$ cat src/crac_pkg.sv
// constants, types and field layouts shared by the addressing block
// assumes a 100 MHz core clock and frames decoded on that same clock
//
// How it works
// - no assignment when a fixed address is set
// - random address is 24 bits wide
// - result commands return a reply frame
// - react per class, one address each
// - each functional unit owns its addresses
// - terminate ends addressing, but while a pair is pending it only cancels the pair
// - initialize needs second copy within 100 ms
// - other command between copies cancels both
// - accepted initialize (re)starts 15 minute window
// - addressing commands only inside the window
// - initialize obeys the frame's address byte
// - randomize needs an uninterrupted pair too
// - new random address ready within 100 ms
// - compare replies yes when random <= search
// - withdraw drops matching unit from compares
// - search address bytes set by three codes
// - random address bytes returned by three queries
// - program short address, 255 deletes it
`default_nettype none

package crac_pkg;

  localparam int unsigned CLK_HZ       = 100_000_000;
  localparam int unsigned PAIR_WIN_MS  = 100;
  localparam int unsigned ADDR_WIN_MIN = 15;
  localparam logic [31:0] PAIR_WIN_CYC = 32'(PAIR_WIN_MS * (CLK_HZ / 1000));
  localparam logic [39:0] ADDR_WIN_CYC = 40'(ADDR_WIN_MIN) * 40'd60 * 40'(CLK_HZ);

  localparam logic [7:0] OP_TERM   = 8'h1a;
  localparam logic [7:0] OP_INIT   = 8'h1b;
  localparam logic [7:0] OP_RAND   = 8'h1c;
  localparam logic [7:0] OP_CMP    = 8'h1d;
  localparam logic [7:0] OP_WDRAW  = 8'h1e;
  localparam logic [7:0] OP_SRCH_H = 8'h1f;
  localparam logic [7:0] OP_SRCH_M = 8'h20;
  localparam logic [7:0] OP_SRCH_L = 8'h21;
  localparam logic [7:0] OP_PROG   = 8'h22;
  localparam logic [7:0] OP_QRY_H  = 8'h26;
  localparam logic [7:0] OP_QRY_M  = 8'h27;
  localparam logic [7:0] OP_QRY_L  = 8'h28;

  localparam logic [7:0] REPLY_YES    = 8'h01;
  localparam logic [7:0] SHORT_DELETE = 8'hff;
  localparam logic [7:0] ADDR_BCAST   = 8'hff;
  localparam logic [1:0] ADDR_TAG_IND = 2'b00;
  localparam logic [1:0] ADDR_TAG_TYP = 2'b10;

  localparam logic [11:0] OFS_CTRL   = 12'h000;
  localparam logic [11:0] OFS_STATUS = 12'h004;
  localparam logic [11:0] OFS_RANDOM = 12'h008;
  localparam logic [11:0] OFS_SEARCH = 12'h00c;
  localparam logic [11:0] OFS_SHORT  = 12'h010;

  localparam int unsigned CTRL_FIXED_BIT = 0;
  localparam int unsigned CTRL_CLASS_LSB = 8;
  localparam logic [5:0]  CLASS_RST      = 6'h00;
  localparam logic [23:0] LFSR_SEED      = 24'h5a3c71;
  localparam logic [23:0] LFSR_TAPS      = 24'he10000;

  typedef struct packed {
    logic [7:0] addr;
    logic [7:0] opcode;
    logic [7:0] data;
  } crac_frame_type;

  typedef struct packed {
    logic       valid;
    logic [7:0] data;
  } crac_reply_type;

  typedef enum logic [2:0] {
    PAIR_IDLE = 3'b001,
    PAIR_INIT = 3'b010,
    PAIR_RAND = 3'b100
  } crac_pair_type;

endpackage : crac_pkg

`default_nettype wire

$ cat src/crac_timer.sv
// one-shot down counter with restart and stop
// assumes start and stop are single-cycle pulses on core_clk_i
`timescale 1ns/1ps
`default_nettype none

module crac_timer #(
  parameter int unsigned W = 32
) (
  input  wire logic         core_clk_i,
  input  wire logic         reset_n_i,
  input  wire logic         start_i,
  input  wire logic         stop_i,
  input  wire logic [W-1:0] load_i,
  output logic              running_o,
  output logic              expire_o
);

  logic [W-1:0] count_r;
  logic         last_w;

  assign last_w = running_o && count_r == W'(1);

  always_ff @(posedge core_clk_i or negedge reset_n_i) begin
    if (!reset_n_i) begin
      count_r   <= '0;
      running_o <= 1'b0;
      expire_o  <= 1'b0;
    end else begin
      expire_o <= last_w && !start_i && !stop_i;
      if (start_i) begin
        count_r   <= load_i;
        running_o <= 1'b1;
      end else if (stop_i || last_w) begin
        count_r   <= '0;
        running_o <= 1'b0;
      end else if (running_o) begin
        count_r <= count_r - W'(1);
      end
    end
  end

endmodule : crac_timer

`default_nettype wire

$ cat src/crac_lfsr.sv
// free-running 24-bit pseudo random source
// assumes the user samples state_o whenever a fresh value is needed
`timescale 1ns/1ps
`default_nettype none

module crac_lfsr (
  input  wire logic        core_clk_i,
  input  wire logic        reset_n_i,
  input  wire logic        stir_i,
  output logic [23:0]      state_o
);

  logic [23:0] state_nxt;

  // galois shift, stir_i perturbs the sequence with bus activity
  assign state_nxt = {1'b0, state_o[23:1]}
                   ^ (state_o[0] ? crac_pkg::LFSR_TAPS : 24'h000000)
                   ^ {23'h000000, stir_i};

  always_ff @(posedge core_clk_i or negedge reset_n_i) begin
    if (!reset_n_i) begin
      state_o <= crac_pkg::LFSR_SEED;
    end else begin
      state_o <= (state_nxt == 24'h000000) ? crac_pkg::LFSR_SEED : state_nxt;
    end
  end

endmodule : crac_lfsr

`default_nettype wire

$ cat src/crac_top.sv
// random individual address assignment for one functional unit, with apb registers
// assumes decoded 3-byte frames arrive on core_clk_i, one-cycle frame_valid_i
`timescale 1ns/1ps
`default_nettype none

module crac_top #(
  parameter logic [31:0] PAIR_CYC = crac_pkg::PAIR_WIN_CYC,
  parameter logic [39:0] WIN_CYC  = crac_pkg::ADDR_WIN_CYC
) (
  input  wire logic                     core_clk_i,
  input  wire logic                     reset_n_i,
  input  wire logic                     psel_i,
  input  wire logic                     penable_i,
  input  wire logic                     pwrite_i,
  input  wire logic [11:0]              paddr_i,
  input  wire logic [31:0]              pwdata_i,
  output logic      [31:0]              prdata_o,
  output logic                          pready_o,
  output logic                          pslverr_o,
  input  wire logic                     frame_valid_i,
  input  wire crac_pkg::crac_frame_type frame_i,
  output crac_pkg::crac_reply_type      reply_o,
  output logic                          initialized_o
);

  // software controls and unit state
  logic                    fixed_r;
  logic [5:0]              class_r;
  logic                    withdrawn_r;
  logic [23:0]             random_r;
  logic [23:0]             search_r;
  logic [7:0]              short_r;
  logic                    short_valid_r;
  crac_pkg::crac_pair_type pair_r;
  crac_pkg::crac_pair_type pair_nxt;

  // timers and random source
  logic                    pair_run;
  logic                    pair_exp;
  logic                    win_run;
  logic                    win_exp;
  logic [23:0]             lfsr_val;

  // frame decode
  logic                    hit_bcast;
  logic                    hit_type;
  logic                    hit_indiv;
  logic                    cmd_take;
  logic                    st_idle;
  logic                    plain;
  logic                    live;
  logic                    first_init;
  logic                    first_rand;
  logic                    init_ok;
  logic                    rand_ok;
  logic                    term_ok;
  logic                    addr_match;
  logic                    rand_le;
  logic [7:0]              op;
  logic                    do_wdraw;
  logic                    do_srch_h;
  logic                    do_srch_m;
  logic                    do_srch_l;
  logic                    do_prog;
  logic                    do_cmp_yes;
  logic                    do_qry_h;
  logic                    do_qry_m;
  logic                    do_qry_l;
  logic                    short_keep;
  logic                    reply_fire;
  logic [7:0]              reply_pick;
  logic                    pair_start;
  logic                    pair_stop;
  logic                    win_clear;

  assign op = frame_i.opcode;

  assign hit_bcast  = frame_i.addr == crac_pkg::ADDR_BCAST;
  assign hit_type   = frame_i.addr[7:6] == crac_pkg::ADDR_TAG_TYP
                   && frame_i.addr[5:0] == class_r;
  assign hit_indiv  = frame_i.addr[7:6] == crac_pkg::ADDR_TAG_IND && short_valid_r
                   && frame_i.addr[5:0] == short_r[5:0];
  assign cmd_take   = frame_valid_i && !fixed_r
                   && (hit_bcast || hit_type || hit_indiv);

  assign st_idle    = pair_r == crac_pkg::PAIR_IDLE;
  assign plain      = cmd_take && st_idle;
  assign live       = plain && initialized_o;

  assign first_init = plain && op == crac_pkg::OP_INIT;
  assign first_rand = live && op == crac_pkg::OP_RAND;
  assign init_ok    = cmd_take && pair_run && pair_r == crac_pkg::PAIR_INIT
                   && op == crac_pkg::OP_INIT;
  assign rand_ok    = cmd_take && pair_run && pair_r == crac_pkg::PAIR_RAND
                   && op == crac_pkg::OP_RAND;
  assign term_ok    = plain && op == crac_pkg::OP_TERM;

  assign addr_match = random_r == search_r;
  assign rand_le    = random_r <= search_r;

  // addressing command decode, all gated by the open window
  assign do_wdraw   = live && op == crac_pkg::OP_WDRAW && addr_match;
  assign do_srch_h  = live && op == crac_pkg::OP_SRCH_H;
  assign do_srch_m  = live && op == crac_pkg::OP_SRCH_M;
  assign do_srch_l  = live && op == crac_pkg::OP_SRCH_L;
  assign do_prog    = live && op == crac_pkg::OP_PROG && addr_match;
  assign do_cmp_yes = live && op == crac_pkg::OP_CMP && !withdrawn_r && rand_le;
  assign do_qry_h   = live && op == crac_pkg::OP_QRY_H;
  assign do_qry_m   = live && op == crac_pkg::OP_QRY_M;
  assign do_qry_l   = live && op == crac_pkg::OP_QRY_L;
  assign short_keep = frame_i.data != crac_pkg::SHORT_DELETE;
  assign reply_fire = do_cmp_yes || do_qry_h || do_qry_m || do_qry_l;
  assign reply_pick = do_cmp_yes ? crac_pkg::REPLY_YES
                    : do_qry_h   ? random_r[23:16]
                    : do_qry_m   ? random_r[15:8]
                    : random_r[7:0];

  // a selected frame during a pending pair ends the pair and is dropped unless it is the matching second copy
  assign pair_start = first_init || first_rand;
  assign pair_stop  = cmd_take && !st_idle;
  assign win_clear  = term_ok || win_exp;

  // pair tracking: any selected command while waiting closes the pair
  always_comb begin
    pair_nxt = pair_r;
    case (pair_r)
      crac_pkg::PAIR_IDLE: begin
        if (first_init) begin
          pair_nxt = crac_pkg::PAIR_INIT;
        end else if (first_rand) begin
          pair_nxt = crac_pkg::PAIR_RAND;
        end
      end
      crac_pkg::PAIR_INIT,
      crac_pkg::PAIR_RAND: begin
        if (cmd_take || pair_exp) begin
          pair_nxt = crac_pkg::PAIR_IDLE;
        end
      end
      default: begin
        pair_nxt = crac_pkg::PAIR_IDLE;
      end
    endcase
  end

  always_ff @(posedge core_clk_i or negedge reset_n_i) begin
    if (!reset_n_i) begin
      pair_r <= crac_pkg::PAIR_IDLE;
    end else begin
      pair_r <= pair_nxt;
    end
  end

  // pair timer bounds the gap between the two copies of a paired command
  crac_timer #(
    .W (32)
  ) u_pair_timer (
    .core_clk_i (core_clk_i),
    .reset_n_i  (reset_n_i),
    .start_i    (pair_start),
    .stop_i     (pair_stop),
    .load_i     (PAIR_CYC),
    .running_o  (pair_run),
    .expire_o   (pair_exp)
  );

  // window timer, restarted by every accepted initialize
  crac_timer #(
    .W (40)
  ) u_win_timer (
    .core_clk_i (core_clk_i),
    .reset_n_i  (reset_n_i),
    .start_i    (init_ok),
    .stop_i     (term_ok),
    .load_i     (WIN_CYC),
    .running_o  (win_run),
    .expire_o   (win_exp)
  );

  // lfsr runs freely; random_r only snapshots it on a completed randomize
  crac_lfsr u_lfsr (
    .core_clk_i (core_clk_i),
    .reset_n_i  (reset_n_i),
    .stir_i     (frame_valid_i),
    .state_o    (lfsr_val)
  );

  // addressing state: window membership and withdrawal
  always_ff @(posedge core_clk_i or negedge reset_n_i) begin
    if (!reset_n_i) begin
      initialized_o <= 1'b0;
      withdrawn_r   <= 1'b0;
    end else begin
      if (init_ok) begin
        initialized_o <= 1'b1;
        withdrawn_r   <= 1'b0;
      end else if (win_clear) begin
        initialized_o <= 1'b0;
        withdrawn_r   <= 1'b0;
      end else if (do_wdraw) begin
        withdrawn_r <= 1'b1;
      end
    end
  end

  // addressing state: random, search and short addresses
  always_ff @(posedge core_clk_i or negedge reset_n_i) begin
    if (!reset_n_i) begin
      random_r      <= 24'hffffff;
      search_r      <= 24'hffffff;
      short_r       <= crac_pkg::SHORT_DELETE;
      short_valid_r <= 1'b0;
    end else begin
      if (rand_ok) begin
        random_r <= lfsr_val;
      end
      if (do_srch_h) begin
        search_r[23:16] <= frame_i.data;
      end
      if (do_srch_m) begin
        search_r[15:8] <= frame_i.data;
      end
      if (do_srch_l) begin
        search_r[7:0] <= frame_i.data;
      end
      if (do_prog) begin
        short_r       <= frame_i.data;
        short_valid_r <= short_keep;
      end
    end
  end

  // replies to result commands, one cycle after the frame
  always_ff @(posedge core_clk_i or negedge reset_n_i) begin
    if (!reset_n_i) begin
      reply_o <= '0;
    end else begin
      reply_o.valid <= reply_fire;
      if (reply_fire) begin
        reply_o.data <= reply_pick;
      end
    end
  end

  // apb slave, one wait state per access
  logic        apb_access;
  logic        apb_done;
  logic        apb_first;
  logic        apb_wr;
  logic        sel_ctrl;
  logic        sel_status;
  logic        sel_random;
  logic        sel_search;
  logic        sel_short;
  logic        sel_any;
  logic [31:0] rd_word;
  logic [31:0] status_word;

  assign apb_access  = psel_i && penable_i;
  assign apb_done    = apb_access && pready_o;
  assign apb_first   = apb_access && !pready_o;
  assign sel_ctrl    = paddr_i == crac_pkg::OFS_CTRL;
  assign sel_status  = paddr_i == crac_pkg::OFS_STATUS;
  assign sel_random  = paddr_i == crac_pkg::OFS_RANDOM;
  assign sel_search  = paddr_i == crac_pkg::OFS_SEARCH;
  assign sel_short   = paddr_i == crac_pkg::OFS_SHORT;
  assign sel_any     = sel_ctrl || sel_status || sel_random || sel_search || sel_short;
  assign apb_wr      = apb_done && pwrite_i && sel_ctrl;

  assign status_word = {26'h0000000, win_run, !st_idle, short_valid_r,
                        pair_run, withdrawn_r, initialized_o};
  assign rd_word     = sel_ctrl   ? {18'h00000, class_r, 7'h00, fixed_r}
                     : sel_status ? status_word
                     : sel_random ? {8'h00, random_r}
                     : sel_search ? {8'h00, search_r}
                     : sel_short  ? {23'h000000, short_valid_r, short_r}
                     : 32'h00000000;

  always_ff @(posedge core_clk_i or negedge reset_n_i) begin
    if (!reset_n_i) begin
      pready_o  <= 1'b0;
      pslverr_o <= 1'b0;
      prdata_o  <= 32'h00000000;
    end else begin
      pready_o  <= apb_first;
      pslverr_o <= apb_first && !sel_any;
      // read data is latched in the first access cycle so it stands with pready_o
      if (apb_first && !pwrite_i) begin
        prdata_o <= rd_word;
      end
    end
  end

  always_ff @(posedge core_clk_i or negedge reset_n_i) begin
    if (!reset_n_i) begin
      fixed_r <= 1'b0;
      class_r <= crac_pkg::CLASS_RST;
    end else if (apb_wr) begin
      fixed_r <= pwdata_i[crac_pkg::CTRL_FIXED_BIT];
      class_r <= pwdata_i[crac_pkg::CTRL_CLASS_LSB +: 6];
    end
  end

endmodule : crac_top

`default_nettype wire

$ cat config.mk
export PLATFORM = sky130hd
export DESIGN_NAME = crac_top
export DESIGN_NICKNAME = d
export VERILOG_FILES = /design/src/crac_pkg.sv /design/src/crac_timer.sv /design/src/crac_lfsr.sv /design/src/crac_top.sv
export SDC_FILE = /design/constraint.sdc
export NUM_CORES = 1
export LEC_CHECK = 0
export ABC_AREA = 1
export BUFFER_PORTS_ARGS = -buffer_cell sky130_fd_sc_hd__buf_2
export CORE_ASPECT_RATIO = 1.4
export CORE_MARGIN = 2
export CORE_UTILIZATION = 50
export DETAILED_ROUTE_END_ITERATION = 8
export PLACE_DENSITY = 0.69
export SYNTH_ARGS = -nofsm -noshare
export SYNTH_HDL_FRONTEND = slang
export SYNTH_SLANG_ARGS = --single-unit
$ cat constraint.sdc
create_clock -name core_clk_i -period 2 [get_ports core_clk_i]
set_input_delay 0.5 -clock core_clk_i [delete_from_list [all_inputs] [get_ports core_clk_i]]
set_output_delay 0.5 -clock core_clk_i [all_outputs]
set_load 0.03 [all_outputs]
==> flow_summary.yaml, run 1 <==
critical_path:
  end_kind: "flip-flop"
  required_ns: 2.39
  crit_fanout: 7
  startpoint_type: "flip-flop"
  arrival_ns: 2.63
  crit_type: "reg2reg"
yosys:
  synth_top_area_cell: "dfrtp_1"
  async_flop_share: 1.00
  synth_area_leaders: "dfrtp_1 (29%), dfstp_2 (16%), nand2_1 (10%)"
  synth_seq_cells: 204
  syn_area_um2: 11600
  synthTopCellsByCount: "nand2_1 (309), nor2_1 (183), inv_1 (156), dfrtp_1 (135), nand3_1 (91)"
  ys_types: 51
  yosys_warnings: 0
  synth_edf_count: 0
  synthMostInstantiatedCell: "nand2_1"
  synthFlopType: "dfrtp_1"
  synth_area_per_cell_um2: 8.07
  netlist_instances: 1439
  ys_seq_area_frac: 0.447
  netlist.area_leader.share: 0.291
floorplan:
  rows: 66
  die-area_um2: 24500
  fp.dieW_um: 133
  dieHeight_um: 184
  initial_core_util: 0.504
  pin_count: 118
  core_area_um2: 23000
routing:
  drt_iter0_drc: 687
  num_vias: 11000
  drc: 0
  first_pass_iters: 7
  wl_mm: 35.8
  wl_per_cell_um: 17.7
  antenna_left: 0
  viasPerCell: 5.43
sta:
  worstMarginPinSlew_ns: 0.633
  fin_crit_ns: 2.23
  period_share: 1.12
  fin_ws_ns: -0.231
  finalMaxSlewViolations: 0
  fin_tns_setup_ns: -10.62
  skew_ns: 0.0111
  relSlewSlack: 0.574
  finalSetupViolCount: 131
  max_freq_mhz: 448
  rsz0062_at_grt: "true"
  holdWs_ns: 0.229
  finalHoldViolCount: 0
place:
  place_ws_ns: -0.246
  portBuffers: 84
  hpwl_mm: 24.5
  placed_cell_area_um2: 13600
  routabilityCongestion: 0.959
clock_tree:
  cts_root_buffer: "clkbuf_16"
  clockBufferDepth: 3
  clock-sinks: 204
  clk_pin_slew_ns: 0.07
  htree_levels: 1
  numCtsBuffers: 21
  cts_tree: "done"
  clk_latency_ns: 0.51
final_layout:
  area_growth_pct: 36.7
  final_cell_area_um2: 15900
  n_antenna_cell: 0
  fin_nets: 1809
  fin_util: 0.689
  drive_gt1_frac: 0.411
power_and_ir_drop:
  peakVddDrop_mv: 0.599
  power_density_nw_per_um2: 615
  p_leak_uw: 0.00797
job:
  cap_violations: 0
global_routing:
  grt_util_all_layers: 0.266
  grt_pass1_wl_mm: 52.0
  grt_pass1_vias: 10600
  grt_max_degree: 67
  overflow: 0
  grt_antenna_before_repair: 0
run_status:
  violations: "negative setup slack"
  status: "complete, but fails checks"
min_path:
  min_path_type: "in2reg"
==> per-layer routing <==
metal,up-vias,wire length [um],global-route usage
li1,5175,-,-
met1,5239,12600,0.287
met2,415,18500,0.491
met3,170,1800,0.0325
met4,0,2890,0.167
met5,-,0,0
==> cell usage in the layout, fill, tap and decap left out, types with 17 or more instances in the layout <==
| cell | Yosys | final |
|---|---|---|
| ha_1 | 29 | 17 |
| inv_2 | 11 | 21 |
| nand3_1 | 91 | 47 |
| buf_4 | 13 | 155 |
| o21ai_0 | 73 | 63 |
| nor2_4 | 5 | 27 |
| nand4_1 | 34 | 34 |
| nor2_1 | 183 | 145 |
| nand2_4 | 3 | 18 |
| inv_1 | 156 | 143 |
| xnor2_1 | 23 | 23 |
| buf_2 | 8 | 83 |
| nor2_2 | 17 | 33 |
| dfrtp_1 | 135 | 135 |
| nor3_1 | 25 | 21 |
| nand2_1 | 309 | 237 |
| o21ai_2 | 26 | 47 |
| nand2_2 | 6 | 62 |
| xor2_1 | 44 | 42 |
| a21oi_1 | 38 | 32 |
| clkbuf_16 | 0 | 28 |
| nand3_2 | 3 | 45 |
| nor4_1 | 19 | 19 |
| dfstp_2 | 69 | 69 |
| buf_6 | 8 | 25 |
==> cell type report <==
cell class | count | area (um^2)
timing repair buffer | 287 | 2350
inverter | 168 | 646
sequential | 204 | 5190
tap | 306 | 383
fill | 1784 | 7170
clock inverter | 5 | 56.3
multi-input combinational | 1024 | 6640
clock buffer | 33 | 611
==> flip-flops by register name (all words and copies together), names as in the netlist, 3 cells and up <==
signal and cells:
u_win_timer.count_r 40, u_pair_timer.count_r 32, prdata_o 24, random_r 24, search_r 24, u_lfsr.state_o 24, reply_o 9, short_r 8
class_r 6, pair_r 3
==> power breakdown <==
group | internal, uW | total (uW) | leakage (uW) | switching [uW]
clock network | 2230 | 3880 | 0.000324 | 1650
registers | 4510 | 4710 | 0.00253 | 195
logic | 394 | 1170 | 0.00511 | 777
total | 7140 | 9760 | 0.00797 | 2620
==> worst paths after layout <==
kind	start	end	slack, ns	depth (start not counted)
max	search_r[11]	reply_o[5]	-0.23	13
min	pwdata_i[0]	fixed_r	0.23	2
max reg2reg	search_r[11]	reply_o[5]	-0.23	13
min reg2reg	u_lfsr.state_o[2]	u_lfsr.state_o[1]	0.39	0
max in group asynchronous	reset_n_i	random_r[14]	0.80	3
min in group asynchronous	reset_n_i	u_pair_timer.count_r[22]	0.49	2
==> cells by family (layout without fill, tap and decap cells) <==
logic type               count (synthesis)  after routing  synth area share
AND/OR/NAND/NOR                        737            741             0.300
buffers and inverters                  222            493            0.0820
flip-flops                             204            204             0.447
AO/OA/AOI/OAI                          177            177            0.0872
XOR/XNOR                                67             67            0.0505
adder cells (fa/ha/maj)                 29             29            0.0313
multiplexers                             2              2           0.00194
other                                    1              8          0.000323
==> what timing repair did <==
action	CTS	global route
pin swaps	26	55
setup endpoints to repair	31	142
gates resized for setup	56	261
hold buffers	1	0
setup buffers	5	14
gates cloned	3	10
hold endpoints to repair	17	0
==> critical path: stages (launching register included) <==
cell and delay, ns:
dfstp_2 0.55, inv_2 0.05, ha_4 0.26, nand2_1 0.08, nor2_2 0.12, nand2_2 0.07, nor3_4 0.21, nand4_1 0.24
nand2_2 0.17, nand3_4 0.09, nand2_4 0.12, inv_8 0.05, nand2_2 0.05, nand2_1 0.05
==> metrics by stage <==
stage / std cells / total power, uW
after floorplan: 1446 / 5440
after global placement: 1956 / 5800
after detailed placement: 1956 / 5840
after CTS: 2003 / 9720
after global routing: 2027 / 10200
final: 2027 / 9760
No activity file was read; power rests on OpenSTA's default activity.
==> run 2: changes to the inputs <==
Settings changed: CORE_UTILIZATION 50 to 54, PLACE_DENSITY 0.69 to 0.74.
==> flow_summary.yaml, run 2 (same netlist as run 1, synthesis figures left out) <==
clock_tree:
  htree_levels: 1
  clk_pin_slew_ns: 0.07
  clockBufferDepth: 3
  clock-sinks: 204
  cts_tree: "done"
  cts_root_buffer: "clkbuf_16"
  clk_latency_ns: 0.52
  numCtsBuffers: 21
sta:
  finalHoldViolCount: 0
  skew_ns: 0.0104
  fin_tns_setup_ns: -12.90
  period_share: 1.14
  finalSetupViolCount: 126
  worstMarginPinSlew_ns: 0.701
  max_freq_mhz: 439
  rsz0062_at_grt: "true"
  relSlewSlack: 0.529
  fin_crit_ns: 2.28
  finalMaxSlewViolations: 0
  fin_ws_ns: -0.279
power_and_ir_drop:
  power_density_nw_per_um2: 642
  peakVddDrop_mv: 0.567
  p_leak_uw: 0.00800
critical_path:
  r2r_setup_slack_ns: -0.28
  r2r_cells: 10
  arrival_ns: 2.72
  crit_type: "reg2reg"
  crit_fanout: 5
  startpoint_type: "flip-flop"
  required_ns: 2.44
  end_kind: "flip-flop"
  timing.rr.start: "search_r[23]"
  reg2reg_to: "withdrawn_r"
job:
  cap_violations: 0
final_layout:
  fin_util: 0.748
  most-common-layout-cells: "nand2_1 (257), buf_4 (155), inv_1 (143), nor2_1 (143), dfrtp_1 (135)"
  fin_nets: 1803
  n_antenna_cell: 0
  layout_commonest_cell: "nand2_1"
  reg_top3: "u_win_timer.count_r x40, u_pair_timer.count_r x32"
  drive_gt1_frac: 0.398
  area_growth_pct: 36.2
  regMostFlops: "u_win_timer.count_r"
  largest_reg_flops: 40
routing:
  drt_iter0_drc: 842
  antenna_left: 0
  num_vias: 11100
  wl_per_cell_um: 18.8
  drc: 0
  viasPerCell: 5.60
  wl_mm: 37.1
  first_pass_iters: 5
place:
  hpwl_mm: 24.4
  portBuffers: 84
  place_ws_ns: -0.331
  routabilityCongestion: 1.01
global_routing:
  grt_max_degree: 56
  grt_util_all_layers: 0.294
  grt_pass1_vias: 10800
  overflow: 0
  grt_antenna_before_repair: 1
  grt_pass1_wl_mm: 53.1
min_path:
  hold_path_end: "fixed_r"
  worstHoldStart: "pwdata_i[0]"
  min_path_type: "in2reg"
  holdPathStages: 2
run_status:
  violations: "negative setup slack"
  status: "complete, but fails checks"
floorplan:
  dieHeight_um: 178
  initial_core_util: 0.550
  fp.dieW_um: 128
  pin_count: 118
  rows: 63
  core_area_um2: 21100
  die-area_um2: 22700
-- run 2: critical path, stage by stage (launching register included) --
cell,delay (ns)
dfstp_2,0.55
inv_2,0.09
ha_4,0.28
nand4_1,0.19
nor3_4,0.26
nand4_1,0.14
buf_6,0.16
nor2_4,0.10
buf_12,0.16
a21oi_1,0.16
nor2_1,0.13
-- run 2: power breakdown --
group / switching, uW / leakage (uW) / total, uW / internal (uW)
Sequential: 221 / 0.00253 / 4730 / 4510
Combinational: 819 / 0.00511 / 1220 / 403
Clock: 1730 / 0.000352 / 4200 / 2470
-- run 2: cell type report --
cell class                 instances  area [um^2]
fill                            1449         5320
tap                              260          325
clock inverter                    11          145
clock buffer                      26          584
timing repair buffer             281         2340
multi-input combinational       1024         6580
inverter                         168          643
sequential                       204         5190
-- run 2: repair_timing --
action	4_1_cts	5_1_grt
buffers inserted	11	14
hold buffers	1	0
gates resized for setup	66	226
setup endpoints to repair	54	140
endpoints found under the hold margin	32	0
gates cloned	4	13
pin swaps	32	42
-- run 2: through the flow --
stage                     area [um^2]  hold WS, ns  total power (uW)  instances
final                           15800        0.217             10200       1974
after global routing            15800        0.215             10500       1974
after CTS                       14600        0.208             10100       1950
after detailed placement        13400        0.369              5870       1899
after global placement          13400        0.361              5830       1899
after floorplan                 11600        0.204              5440       1446
-- run 2: worst max path at each step --
stage,slack [ns],to,start
detailed placement,-0.33,short_valid_r,search_r[15]
global placement,-0.30,short_valid_r,search_r[15]
floorplan,0.03,short_r[7],search_r[15]
CTS,-0.17,short_valid_r,search_r[13]
finish,-0.28,withdrawn_r,search_r[23]
global route,-0.34,withdrawn_r,search_r[23]
-- run 2: routing by layer --
metal	global-route usage	wire [um]	vias to the layer above
li1	-	-	5164
met4	0.190	3030	0
met5	0	0	-
met3	0.0311	2080	176
met1	0.317	13000	5269
met2	0.541	19000	446
